[src/pac_pkg.sv]
/*
  Shared constants for the pressure acquisition control block: register
  offsets, bit positions, reset values and timing figures.
  Assumes a 25 MHz core clock; nothing else.
*/
package pac_pkg;

  // Register offsets on the serial register port
  localparam logic [6:0] ADDR_ACQ_CTRL   = 7'h10;
  localparam logic [6:0] ADDR_SYS_CTRL   = 7'h11;
  localparam logic [6:0] ADDR_OFFSET_LO  = 7'h18;
  localparam logic [6:0] ADDR_OFFSET_HI  = 7'h19;
  localparam logic [6:0] ADDR_PRESS_XL   = 7'h28;
  localparam logic [6:0] ADDR_PRESS_L    = 7'h29;
  localparam logic [6:0] ADDR_PRESS_H    = 7'h2A;
  localparam logic [6:0] ADDR_TEMP_L     = 7'h2B;
  localparam logic [6:0] ADDR_TEMP_H     = 7'h2C;
  localparam logic [6:0] ADDR_FILTER_RST = 7'h33;

  // Field positions in acquisition_control
  localparam int RATE_LSB      = 4;
  localparam int FILT_EN_BIT   = 3;
  localparam int FILT_BW_BIT   = 2;
  localparam int LOCK_BIT      = 1;
  // Field positions in system_control
  localparam int REBOOT_BIT    = 7;
  localparam int AUTOINC_BIT   = 4;
  localparam int SOFTRST_BIT   = 2;
  localparam int ONESHOT_BIT   = 0;

  // Values after reset
  localparam logic [7:0]  ACQ_CTRL_RESET = 8'h00;
  localparam logic [7:0]  SYS_CTRL_RESET = 8'h10;
  localparam logic [15:0] OFFSET_RESET   = 16'h0000;
  localparam logic [2:0]  RATE_OFF       = 3'h0;

  // Output rates and derived periods
  localparam int CLK_HZ     = 25_000_000;
  localparam int RATE1_HZ   = 1;
  localparam int RATE2_HZ   = 10;
  localparam int RATE3_HZ   = 25;
  localparam int RATE4_HZ   = 50;
  localparam int RATE5_HZ   = 75;
  localparam int PERIOD1_CYC = CLK_HZ / RATE1_HZ;
  localparam int PERIOD2_CYC = CLK_HZ / RATE2_HZ;
  localparam int PERIOD3_CYC = CLK_HZ / RATE3_HZ;
  localparam int PERIOD4_CYC = CLK_HZ / RATE4_HZ;
  localparam int PERIOD5_CYC = CLK_HZ / RATE5_HZ;
  localparam int PERIOD_W    = 25;

  // Low-pass filter smoothing shifts
  localparam int FILT_SHIFT_NARROW = 4;
  localparam int FILT_SHIFT_WIDE   = 3;

  typedef enum {
    ACQ_IDLE,
    ACQ_CONVERT,
    ACQ_FILTER
  } pac_acq_state_type;

endpackage : pac_pkg

[src/pac_rate_timer.sv]
/*
  Acquisition period timer: emits a one-cycle tick per output period.
  Assumes the selected rate code is held in a register of the same clock.
*/
`timescale 1ns/1ps
`default_nettype none
module pac_rate_timer #(
  parameter int P1 = pac_pkg::PERIOD1_CYC,
  parameter int P2 = pac_pkg::PERIOD2_CYC,
  parameter int P3 = pac_pkg::PERIOD3_CYC,
  parameter int P4 = pac_pkg::PERIOD4_CYC,
  parameter int P5 = pac_pkg::PERIOD5_CYC
) (
  input  wire logic       core_clk,
  input  wire logic       rstn,
  input  wire logic [2:0] rateSel,
  output logic            tick
);
  import pac_pkg::*;

  logic [PERIOD_W-1:0] count_ff;
  logic [2:0]          activeRate_ff;
  logic [PERIOD_W-1:0] reloadVal;
  logic                wrap;

  // Period lookup for the rate now requested
  assign reloadVal = (rateSel == 3'h1) ? PERIOD_W'(P1 - 1) :
                     (rateSel == 3'h2) ? PERIOD_W'(P2 - 1) :
                     (rateSel == 3'h3) ? PERIOD_W'(P3 - 1) :
                     (rateSel == 3'h4) ? PERIOD_W'(P4 - 1) :
                     PERIOD_W'(P5 - 1);
  // Leaving power-down starts at once; otherwise wait for period end
  assign wrap = (count_ff == '0) || (activeRate_ff == RATE_OFF);
  assign tick = wrap && (rateSel != RATE_OFF);

  // Rate is resampled only at a period boundary
  always_ff @(posedge core_clk or negedge rstn) begin
    if (!rstn) begin
      count_ff      <= '0;
      activeRate_ff <= RATE_OFF;
    end else if (wrap) begin
      count_ff      <= reloadVal;
      activeRate_ff <= rateSel;
    end else begin
      count_ff      <= count_ff - PERIOD_W'(1);
    end
  end

endmodule : pac_rate_timer
`default_nettype wire

[src/pac_press_filter.sv]
/*
  First-order low-pass on pressure samples, with a restart input.
  Assumes one sampleValid pulse per raw sample; result one cycle later.
*/
`timescale 1ns/1ps
`default_nettype none
module pac_press_filter #(
  parameter int W = 24
) (
  input  wire logic         core_clk,
  input  wire logic         rstn,
  input  wire logic         filterEn,
  input  wire logic         bandSel,
  input  wire logic         restart,
  input  wire logic         sampleValid,
  input  wire logic [W-1:0] sampleIn,
  output logic              outValid,
  output logic [W-1:0]      filtered
);
  import pac_pkg::*;

  logic signed [W-1:0] acc_ff;
  logic                primed_ff;
  logic                outValid_ff;
  logic signed [W:0]   diff;
  logic signed [W:0]   step;
  logic [W-1:0]        nxt_acc;

  // Narrower band smooths harder; disabled filter passes through
  assign diff = {sampleIn[W-1], sampleIn} - {acc_ff[W-1], acc_ff};
  assign step = bandSel ? (diff >>> FILT_SHIFT_NARROW)
                        : (diff >>> FILT_SHIFT_WIDE);
  // A restart in the sample's own cycle still drops the old history
  assign nxt_acc = (!filterEn || !primed_ff || restart) ? sampleIn
                 : W'(acc_ff + step[W-1:0]);
  assign outValid = outValid_ff;
  assign filtered = acc_ff;

  // Restart drops history so the next sample skips settling
  always_ff @(posedge core_clk or negedge rstn) begin
    if (!rstn) begin
      acc_ff      <= '0;
      primed_ff   <= 1'b0;
      outValid_ff <= 1'b0;
    end else begin
      outValid_ff <= sampleValid;
      if (sampleValid) begin
        acc_ff    <= nxt_acc;
        primed_ff <= 1'b1;
      end else if (restart) begin
        primed_ff <= 1'b0;
      end
    end
  end

endmodule : pac_press_filter
`default_nettype wire

[src/pac_control.sv]
/*
  Pressure acquisition control: control registers, acquisition sequencing,
  offset subtraction, output locking and the register byte port.
  Assumes a serial protocol engine on core_clk delivering byte strobes, a
  conversion front end with start/done handshake, and a trim memory loader.
*/
`timescale 1ns/1ps
`default_nettype none
module pac_control #(
  parameter int PERIOD1 = pac_pkg::PERIOD1_CYC,
  parameter int PERIOD2 = pac_pkg::PERIOD2_CYC,
  parameter int PERIOD3 = pac_pkg::PERIOD3_CYC,
  parameter int PERIOD4 = pac_pkg::PERIOD4_CYC,
  parameter int PERIOD5 = pac_pkg::PERIOD5_CYC
) (
  input  wire logic        core_clk,
  input  wire logic        rstn,
  input  wire logic        subAddrLoad,
  input  wire logic [6:0]  subAddr,
  input  wire logic        byteWr,
  input  wire logic [7:0]  wrData,
  input  wire logic        byteRd,
  output logic [7:0]       rdData,
  output logic             convStart,
  input  wire logic        convDone,
  input  wire logic [23:0] rawPressure,
  input  wire logic [15:0] rawTemperature,
  output logic             trimLoadReq,
  input  wire logic        trimLoadDone,
  output logic             newSample
);
  import pac_pkg::*;

  // Register state
  logic [7:0]  acqCtrl_ff;
  logic        reboot_ff;
  logic        autoInc_ff;
  logic        softReset_ff;
  logic        oneShot_ff;
  logic [15:0] offset_ff;
  logic [6:0]  addr_ff;
  logic [7:0]  rdData_ff;
  logic [23:0] pressOut_ff;
  logic [15:0] tempOut_ff;
  logic [23:0] pressPend_ff;
  logic [15:0] tempPend_ff;
  logic        pending_ff;
  logic        lock_ff;
  logic        convStart_ff;
  logic        trimLoadReq_ff;
  logic        trimReady_ff;
  logic        newSample_ff;
  logic [15:0] tempHold_ff;
  pac_acq_state_type state_ff;

  // Decoded control fields
  logic [2:0] rateSel;
  logic       filtEn;
  logic       filtBw;
  logic       lockEn;
  logic       powerDown;
  assign rateSel   = acqCtrl_ff[RATE_LSB +: 3];
  assign filtEn    = acqCtrl_ff[FILT_EN_BIT];
  assign filtBw    = acqCtrl_ff[FILT_BW_BIT];
  assign lockEn    = acqCtrl_ff[LOCK_BIT];
  assign powerDown = (rateSel == RATE_OFF);

  // Write and read decode on the current register address
  logic wrAcq;
  logic wrSys;
  logic wrOffLo;
  logic wrOffHi;
  logic rdPressH;
  logic rdOutByte;
  logic rdFiltRst;
  assign wrAcq     = byteWr && (addr_ff == ADDR_ACQ_CTRL);
  assign wrSys     = byteWr && (addr_ff == ADDR_SYS_CTRL);
  assign wrOffLo   = byteWr && (addr_ff == ADDR_OFFSET_LO);
  assign wrOffHi   = byteWr && (addr_ff == ADDR_OFFSET_HI);
  assign rdPressH  = byteRd && (addr_ff == ADDR_PRESS_H);
  assign rdOutByte = byteRd && (addr_ff >= ADDR_PRESS_XL)
                            && (addr_ff <= ADDR_TEMP_H);
  assign rdFiltRst = byteRd && (addr_ff == ADDR_FILTER_RST);

  // Register address pointer; advance per byte only with auto-increment
  logic       byteDone;
  logic [6:0] nxt_addr;
  assign byteDone = byteWr || byteRd;
  assign nxt_addr = subAddrLoad ? subAddr
                  : (byteDone && autoInc_ff) ? addr_ff + 7'h01
                  : addr_ff;

  always_ff @(posedge core_clk or negedge rstn) begin
    if (!rstn)
      addr_ff <= '0;
    else
      addr_ff <= nxt_addr;
  end

  // Period tick for continuous acquisition
  logic rateTick;
  pac_rate_timer #(
    .P1 (PERIOD1),
    .P2 (PERIOD2),
    .P3 (PERIOD3),
    .P4 (PERIOD4),
    .P5 (PERIOD5)
  ) u_timer (
    .core_clk (core_clk),
    .rstn     (rstn),
    .rateSel  (rateSel),
    .tick     (rateTick)
  );

  // Control registers; soft reset restores acquisition control and auto-increment on the following cycle, but not the reboot bit
  always_ff @(posedge core_clk or negedge rstn) begin
    if (!rstn) begin
      acqCtrl_ff   <= ACQ_CTRL_RESET;
      autoInc_ff   <= SYS_CTRL_RESET[AUTOINC_BIT];
      softReset_ff <= SYS_CTRL_RESET[SOFTRST_BIT];
    end else if (softReset_ff) begin
      acqCtrl_ff   <= ACQ_CTRL_RESET;
      autoInc_ff   <= SYS_CTRL_RESET[AUTOINC_BIT];
      softReset_ff <= 1'b0;
    end else begin
      if (wrAcq)
        acqCtrl_ff <= wrData & 8'h7E;          // Unused bits kept at zero
      if (wrSys) begin
        autoInc_ff   <= wrData[AUTOINC_BIT];
        softReset_ff <= wrData[SOFTRST_BIT];
      end
    end
  end

  // One-shot request; accepted only in power-down, cleared on completion
  logic sampleDone;
  logic oneShotSet;
  assign oneShotSet = wrSys && wrData[ONESHOT_BIT] && powerDown;

  always_ff @(posedge core_clk or negedge rstn) begin
    if (!rstn)
      oneShot_ff <= SYS_CTRL_RESET[ONESHOT_BIT];
    else if (oneShotSet)
      oneShot_ff <= 1'b1;
    else if (softReset_ff || (sampleDone && oneShot_ff))
      oneShot_ff <= 1'b0;
  end

  // Offset registers are not touched by soft reset
  always_ff @(posedge core_clk or negedge rstn) begin
    if (!rstn) begin
      offset_ff <= OFFSET_RESET;
    end else begin
      if (wrOffLo)
        offset_ff[7:0] <= wrData;
      if (wrOffHi)
        offset_ff[15:8] <= wrData;
    end
  end

  // Trim load: requested out of reset and on reboot, held until done
  always_ff @(posedge core_clk or negedge rstn) begin
    if (!rstn) begin
      trimLoadReq_ff <= 1'b1;
      trimReady_ff   <= 1'b0;
      reboot_ff      <= 1'b0;
    end else if (trimLoadReq_ff) begin
      if (trimLoadDone) begin
        trimLoadReq_ff <= 1'b0;
        trimReady_ff   <= 1'b1;
        // Set wins: a reboot written as the load ends runs once more
        reboot_ff      <= wrSys && wrData[REBOOT_BIT];
      end
    end else if (wrSys && wrData[REBOOT_BIT]) begin
      reboot_ff <= 1'b1;
    end else if (reboot_ff && (rateTick || powerDown)) begin
      trimLoadReq_ff <= 1'b1;    // Reload lands on a period boundary, or at once in power-down
    end
  end

  // Acquisition sequencer; nothing runs before trims are loaded
  logic startAcq;
  logic filtValid;
  logic [23:0] filtPress;
  assign startAcq = trimReady_ff && !trimLoadReq_ff &&
                    ((rateTick && !powerDown) ||
                     (oneShot_ff && powerDown));
  assign sampleDone = (state_ff == ACQ_FILTER) && filtValid;

  always_ff @(posedge core_clk or negedge rstn) begin
    if (!rstn) begin
      state_ff     <= ACQ_IDLE;
      convStart_ff <= 1'b0;
      tempHold_ff  <= '0;
    end else begin
      convStart_ff <= 1'b0;
      case (state_ff)
        ACQ_IDLE: begin
          if (startAcq) begin
            convStart_ff <= 1'b1;
            state_ff     <= ACQ_CONVERT;
          end
        end
        ACQ_CONVERT: begin
          if (convDone) begin
            tempHold_ff <= rawTemperature;
            state_ff    <= ACQ_FILTER;
          end
        end
        ACQ_FILTER: begin
          if (filtValid)
            state_ff <= ACQ_IDLE;
        end
        default: state_ff <= ACQ_IDLE;
      endcase
    end
  end

  pac_press_filter #(
    .W (24)
  ) u_filter (
    .core_clk    (core_clk),
    .rstn        (rstn),
    .filterEn    (filtEn),
    .bandSel     (filtBw),
    .restart     (rdFiltRst),
    .sampleValid ((state_ff == ACQ_CONVERT) && convDone),
    .sampleIn    (rawPressure),
    .outValid    (filtValid),
    .filtered    (filtPress)
  );

  // Offset correction on every result
  logic [23:0] corrPress;
  assign corrPress = filtPress - {offset_ff, 8'h00};

  // Output registers with block-update lock
  logic lockedNow;
  logic unlockCopy;
  assign lockedNow  = lockEn && (lock_ff || rdOutByte) && !rdPressH;
  assign unlockCopy = pending_ff && !lockedNow;

  always_ff @(posedge core_clk or negedge rstn) begin
    if (!rstn) begin
      pressOut_ff  <= '0;
      tempOut_ff   <= '0;
      pressPend_ff <= '0;
      tempPend_ff  <= '0;
      pending_ff   <= 1'b0;
      lock_ff      <= 1'b0;
    end else begin
      lock_ff <= lockedNow;
      if (sampleDone && lockedNow) begin
        pressPend_ff <= corrPress;
        tempPend_ff  <= tempHold_ff;
        pending_ff   <= 1'b1;
      end else if (sampleDone) begin
        pressOut_ff  <= corrPress;
        tempOut_ff   <= tempHold_ff;
        pending_ff   <= 1'b0;
      end else if (unlockCopy) begin
        pressOut_ff  <= pressPend_ff;
        tempOut_ff   <= tempPend_ff;
        pending_ff   <= 1'b0;
      end
    end
  end
  // Outputs change only via sampleDone or the pending copy on unlock; power-down stops periodic samples, one-shots still run

  // Read data mux; unmapped addresses and filter reset read as zero
  logic [7:0] sysCtrlView;
  logic [7:0] rdMux;
  assign sysCtrlView = {reboot_ff, 2'b00, autoInc_ff, 1'b0,
                        softReset_ff, 1'b0, oneShot_ff};
  assign rdMux = (addr_ff == ADDR_ACQ_CTRL)  ? acqCtrl_ff :
                 (addr_ff == ADDR_SYS_CTRL)  ? sysCtrlView :
                 (addr_ff == ADDR_OFFSET_LO) ? offset_ff[7:0] :
                 (addr_ff == ADDR_OFFSET_HI) ? offset_ff[15:8] :
                 (addr_ff == ADDR_PRESS_XL)  ? pressOut_ff[7:0] :
                 (addr_ff == ADDR_PRESS_L)   ? pressOut_ff[15:8] :
                 (addr_ff == ADDR_PRESS_H)   ? pressOut_ff[23:16] :
                 (addr_ff == ADDR_TEMP_L)    ? tempOut_ff[7:0] :
                 (addr_ff == ADDR_TEMP_H)    ? tempOut_ff[15:8] :
                 8'h00;

  // Read byte captured on the read strobe, held until the next one
  always_ff @(posedge core_clk or negedge rstn) begin
    if (!rstn)
      rdData_ff <= 8'h00;
    else if (byteRd)
      rdData_ff <= rdMux;
  end

  always_ff @(posedge core_clk or negedge rstn) begin
    if (!rstn)
      newSample_ff <= 1'b0;
    else
      newSample_ff <= sampleDone;
  end

  assign rdData      = rdData_ff;
  assign convStart   = convStart_ff;
  assign trimLoadReq = trimLoadReq_ff;
  assign newSample   = newSample_ff;

endmodule : pac_control
`default_nettype wire

[config.mk]
export PLATFORM = sky130hd
export DESIGN_NAME = pac_control
export DESIGN_NICKNAME = d
export VERILOG_FILES = /design/src/pac_pkg.sv /design/src/pac_rate_timer.sv /design/src/pac_press_filter.sv /design/src/pac_control.sv
export SDC_FILE = /design/constraint.sdc
export NUM_CORES = 1
export LEC_CHECK = 0
export BUFFER_PORTS_ARGS = -buffer_cell sky130_fd_sc_hd__buf_2
export CORE_MARGIN = 5
export CORE_UTILIZATION = 60
export CTS_CLUSTER_SIZE = 12
export DETAILED_ROUTE_END_ITERATION = 16
export HOLD_SLACK_MARGIN = 0.02
export PLACE_DENSITY = 0.79
export SYNTH_ARGS = -nofsm -noshare
export SYNTH_HDL_FRONTEND = slang
export SYNTH_HIERARCHICAL = 1
export SYNTH_SLANG_ARGS = --single-unit
[constraint.sdc]
create_clock -name core_clk -period 5.4 [get_ports core_clk]
set_input_delay 0.81 -clock core_clk [delete_from_list [all_inputs] [get_ports core_clk]]
set_output_delay 0.81 -clock core_clk [all_outputs]
set_load 0.01 [all_outputs]
==> impl_metrics.json <==
{
  "outcome": "finished, final reports clean",
  "track_usage": 0.277,
  "numPortBuffers": 72,
  "async_reset_ff_frac": 1.00,
  "synth-seq-area-share": 0.380,
  "synth-simple-area-share": 0.199,
  "routabilityCongestion": 0.949,
  "via_per_inst": 6.24,
  "grt_pass1_vias": 10900,
  "clock_sinks": 199,
  "cts.repair.resized": 0,
  "cts_setup_buffers": 0,
  "p_leak_uw": 0.00625,
  "nets": 1648,
  "drcViolationCount": 0,
  "start_util": 0.604,
  "holdCritPathClass": "input pin to async pin",
  "max_freq_mhz": 210,
  "crit_type": "register to register",
  "firstDrtPassIters": 7,
  "synth_compound_gate_area_share": 0.208,
  "grt_overflow": 0,
  "ys_ff_latch": 199,
  "cts_buffers": 17,
  "synth_fa_ha_area_frac": 0.0699,
  "routedWlPerCell_um": 18.8,
  "critical_path_required_ns": 5.76,
  "io_pins": 73,
  "r2r_cells": 18,
  "rsz0062_at_grt": "no",
  "cts_tree": "built",
  "die_y_um": 158,
  "period_share": 0.882,
  "rows": 54,
  "report.final.slew_viol_count": 0,
  "ys_types": 105,
  "netlist_area_um2": 13100,
  "antenna_left": 0,
  "place_area_um2": 13600,
  "core_area_um2": 21700,
  "clockBufferDepth": 2,
  "timing.final.crit_period_ns": 4.76,
  "antenna_cells": 0,
  "tightestPinTransition_ns": 0.963,
  "ys_warn_count": 6,
  "setup-violations-final": 0,
  "clk_pin_slew_ns": 0.08,
  "power_density_nw_per_um2": 308,
  "maxCapViolCount": 0,
  "dieWidth_um": 158,
  "htree_levels": 4,
  "root_buffer": "clkbuf_16",
  "arrival_ns": 5.12,
  "synthMuxAreaShare": 0.0548,
  "drive_gt1_frac": 0.145,
  "finClkSkew_ns": 0.0139,
  "final_hold_viol_count": 0,
  "syn_to_final_growth_pct": 8.30,
  "avgSynthCellArea_um2": 8.85,
  "synthCells": 1481,
  "postLayoutCellArea_um2": 14200,
  "start_kind": "register",
  "synth_xor_area_frac": 0.0448,
  "ir_worst_vdd_mv": 0.254,
  "clk_latency_ns": 0.44,
  "tns_ns": 0,
  "synth_top_family_by_area": "compound AO/OA/AOI/OAI gates",
  "route.vias.total": 11300,
  "hold_buffers": 0,
  "end_kind": "register",
  "synth_edf_count": 0,
  "grt_pass1_wl_mm": 55.7,
  "dp_hpwl_mm": 24.5,
  "antenna_found_initial": 0,
  "ys.flop_type": "dfrtp_1",
  "dieArea_um2": 24900,
  "wirelength_mm": 34.0,
  "max_slew_margin": 0.358,
  "drtIter0Drc": 1034,
  "grt_max_degree": 101,
  "syn-num-nets": 1615,
  "cp_max_fo": 7
}
==> critical path: stages (launching register included) <==
cell,delay (ns)
dfrtp_1,0.48
inv_1,0.09
ha_1,0.39
a211oi_2,0.30
nor3b_2,0.09
a211oi_2,0.33
o21bai_1,0.19
a21oi_1,0.35
o21ai_1,0.12
xnor2_1,0.19
mux2i_1,0.11
ha_1,0.39
nand3_1,0.15
o32a_4,0.44
o311ai_2,0.44
a221oi_2,0.12
o21a_1,0.13
or2_1,0.20
o211ai_1,0.17
==> registers in the layout (all words and copies together), names as in the netlist, 2 cells and up <==
signal and flops:
pressOut_ff 24, offset_ff 16, tempPend_ff 16, pressPend_ff 24
u_filter/filtered 24, acqCtrl_ff 6, state_ff 2, u_timer/activeRate_ff 3
rdData 8, tempHold_ff 16, addr_ff 7, tempOut_ff 16
u_timer/count_ff 25
==> area by class of cell <==
type                       count  area (um^2)
tap                          280          350
sequential                   199         4980
clock buffer                  17          425
timing repair buffer          84          459
fill                        1764         7490
multi-input combinational   1149         7560
clock inverter                15          180
inverter                      63          236
==> kinds of logic (layout without fill, tap and decap cells) <==
| family | count (synthesis) | after routing |
|---|---|---|
| xor+xnor | 67 | 67 |
| flops | 199 | 199 |
| fa+ha+maj | 72 | 72 |
| compound gates | 400 | 400 |
| mux | 65 | 65 |
| buf+inv | 133 | 179 |
| simple gates | 545 | 545 |
==> through the flow <==
stage	util	power [uW]	setup WS, ns	hold slack [ns]	instances
global placement	0.627	3030	0.392	0.442	1775
floorplan	-	2730	0.785	0.429	1481
finish	0.655	4380	0.638	0.427	1807
global route	0.655	4610	0.228	0.475	1807
CTS	0.655	4360	0.669	0.461	1807
detailed placement	0.627	3070	0.321	0.457	1775
==> cells in the mapped netlist (6+ instances only) <==
master    instances  area, um^2
nor2_1          102         383
dfrtp_1         197        4930
o211ai_1         16         120
buf_6             6        67.6
and2_1            9        56.3
nand2b_1         14        87.6
or3_1            12        75.1
a31oi_1          49         307
nor3_1           33         165
nand2_1         240         901
a21o_1           17         128
nand3_1          45         225
o21ai_0          83         415
mux2i_1          11         110
nor2b_1          13        81.3
a21oi_1          86         430
ha_1             70         876
a221oi_1         12         105
buf_2            15        75.1
o21a_1           17         128
clkbuf_1         40         150
xnor2_1          40         350
xor2_1           27         236
a22o_1            7        61.3
nand3b_1          9        67.6
and3_1           11        68.8
nand4_1          13        81.3
mux2_2           52         586
o21ai_1          20         100
buf_1             7        26.3
inv_1            60         225
==> layout by cell type (no fill, tap or decap), types with 7 or more instances in the layout <==
cell type and n:
nand2_1 240, dfrtp_1 197, nor2_1 102, a21oi_1 86, o21ai_0 83, buf_2 71
ha_1 70, inv_1 60, mux2_2 52, a31oi_1 49, nand3_1 45, xnor2_1 40
nor3_1 33, xor2_1 27, o21ai_1 20, o21a_1 17, a21o_1 17, clkbuf_16 17
o211ai_1 16, nand2b_1 14, nor2b_1 13, nand4_1 13, a221oi_1 12, or3_1 12
buf_4 12, mux2i_1 11, and3_1 11, nand3b_1 9, and2_1 9, a22o_1 7
==> where the power goes <==
group / switching [uW] / leakage, uW / internal, uW / total, uW
logic: 743 / 0.00350 / 524 / 1270
clock network: 671 / 0.000291 / 629 / 1300
registers: 173 / 0.00246 / 1640 / 1810
==> per-layer routing <==
metal / share of wire / wire length, um / vias up / GRT usage
met5: 0 / 0 / - / 0
met4: 0.018 / 616 / 0 / 0.0733
met3: 0.068 / 2320 / 45 / 0.0451
met2: 0.47 / 16200 / 370 / 0.449
met1: 0.44 / 14900 / 5480 / 0.390
li1: - / - / 5376 / -
==> final timing paths <==
path                                      startpoint                    end  slack [ns]
worst max-delay path            u_filter/filtered[4]  u_filter/filtered[23]        0.64
worst min-delay path                            rstn         tempHold_ff[7]        0.43
worst max register to register  u_filter/filtered[4]  u_filter/filtered[23]        0.64
worst min register to register          trimReady_ff           trimReady_ff        0.48
max in group asynchronous                       rstn  u_filter/filtered[15]        3.74
min in group core_clk                   trimReady_ff           trimReady_ff        0.48
Note: power is estimated with default switching activity, not from simulation.
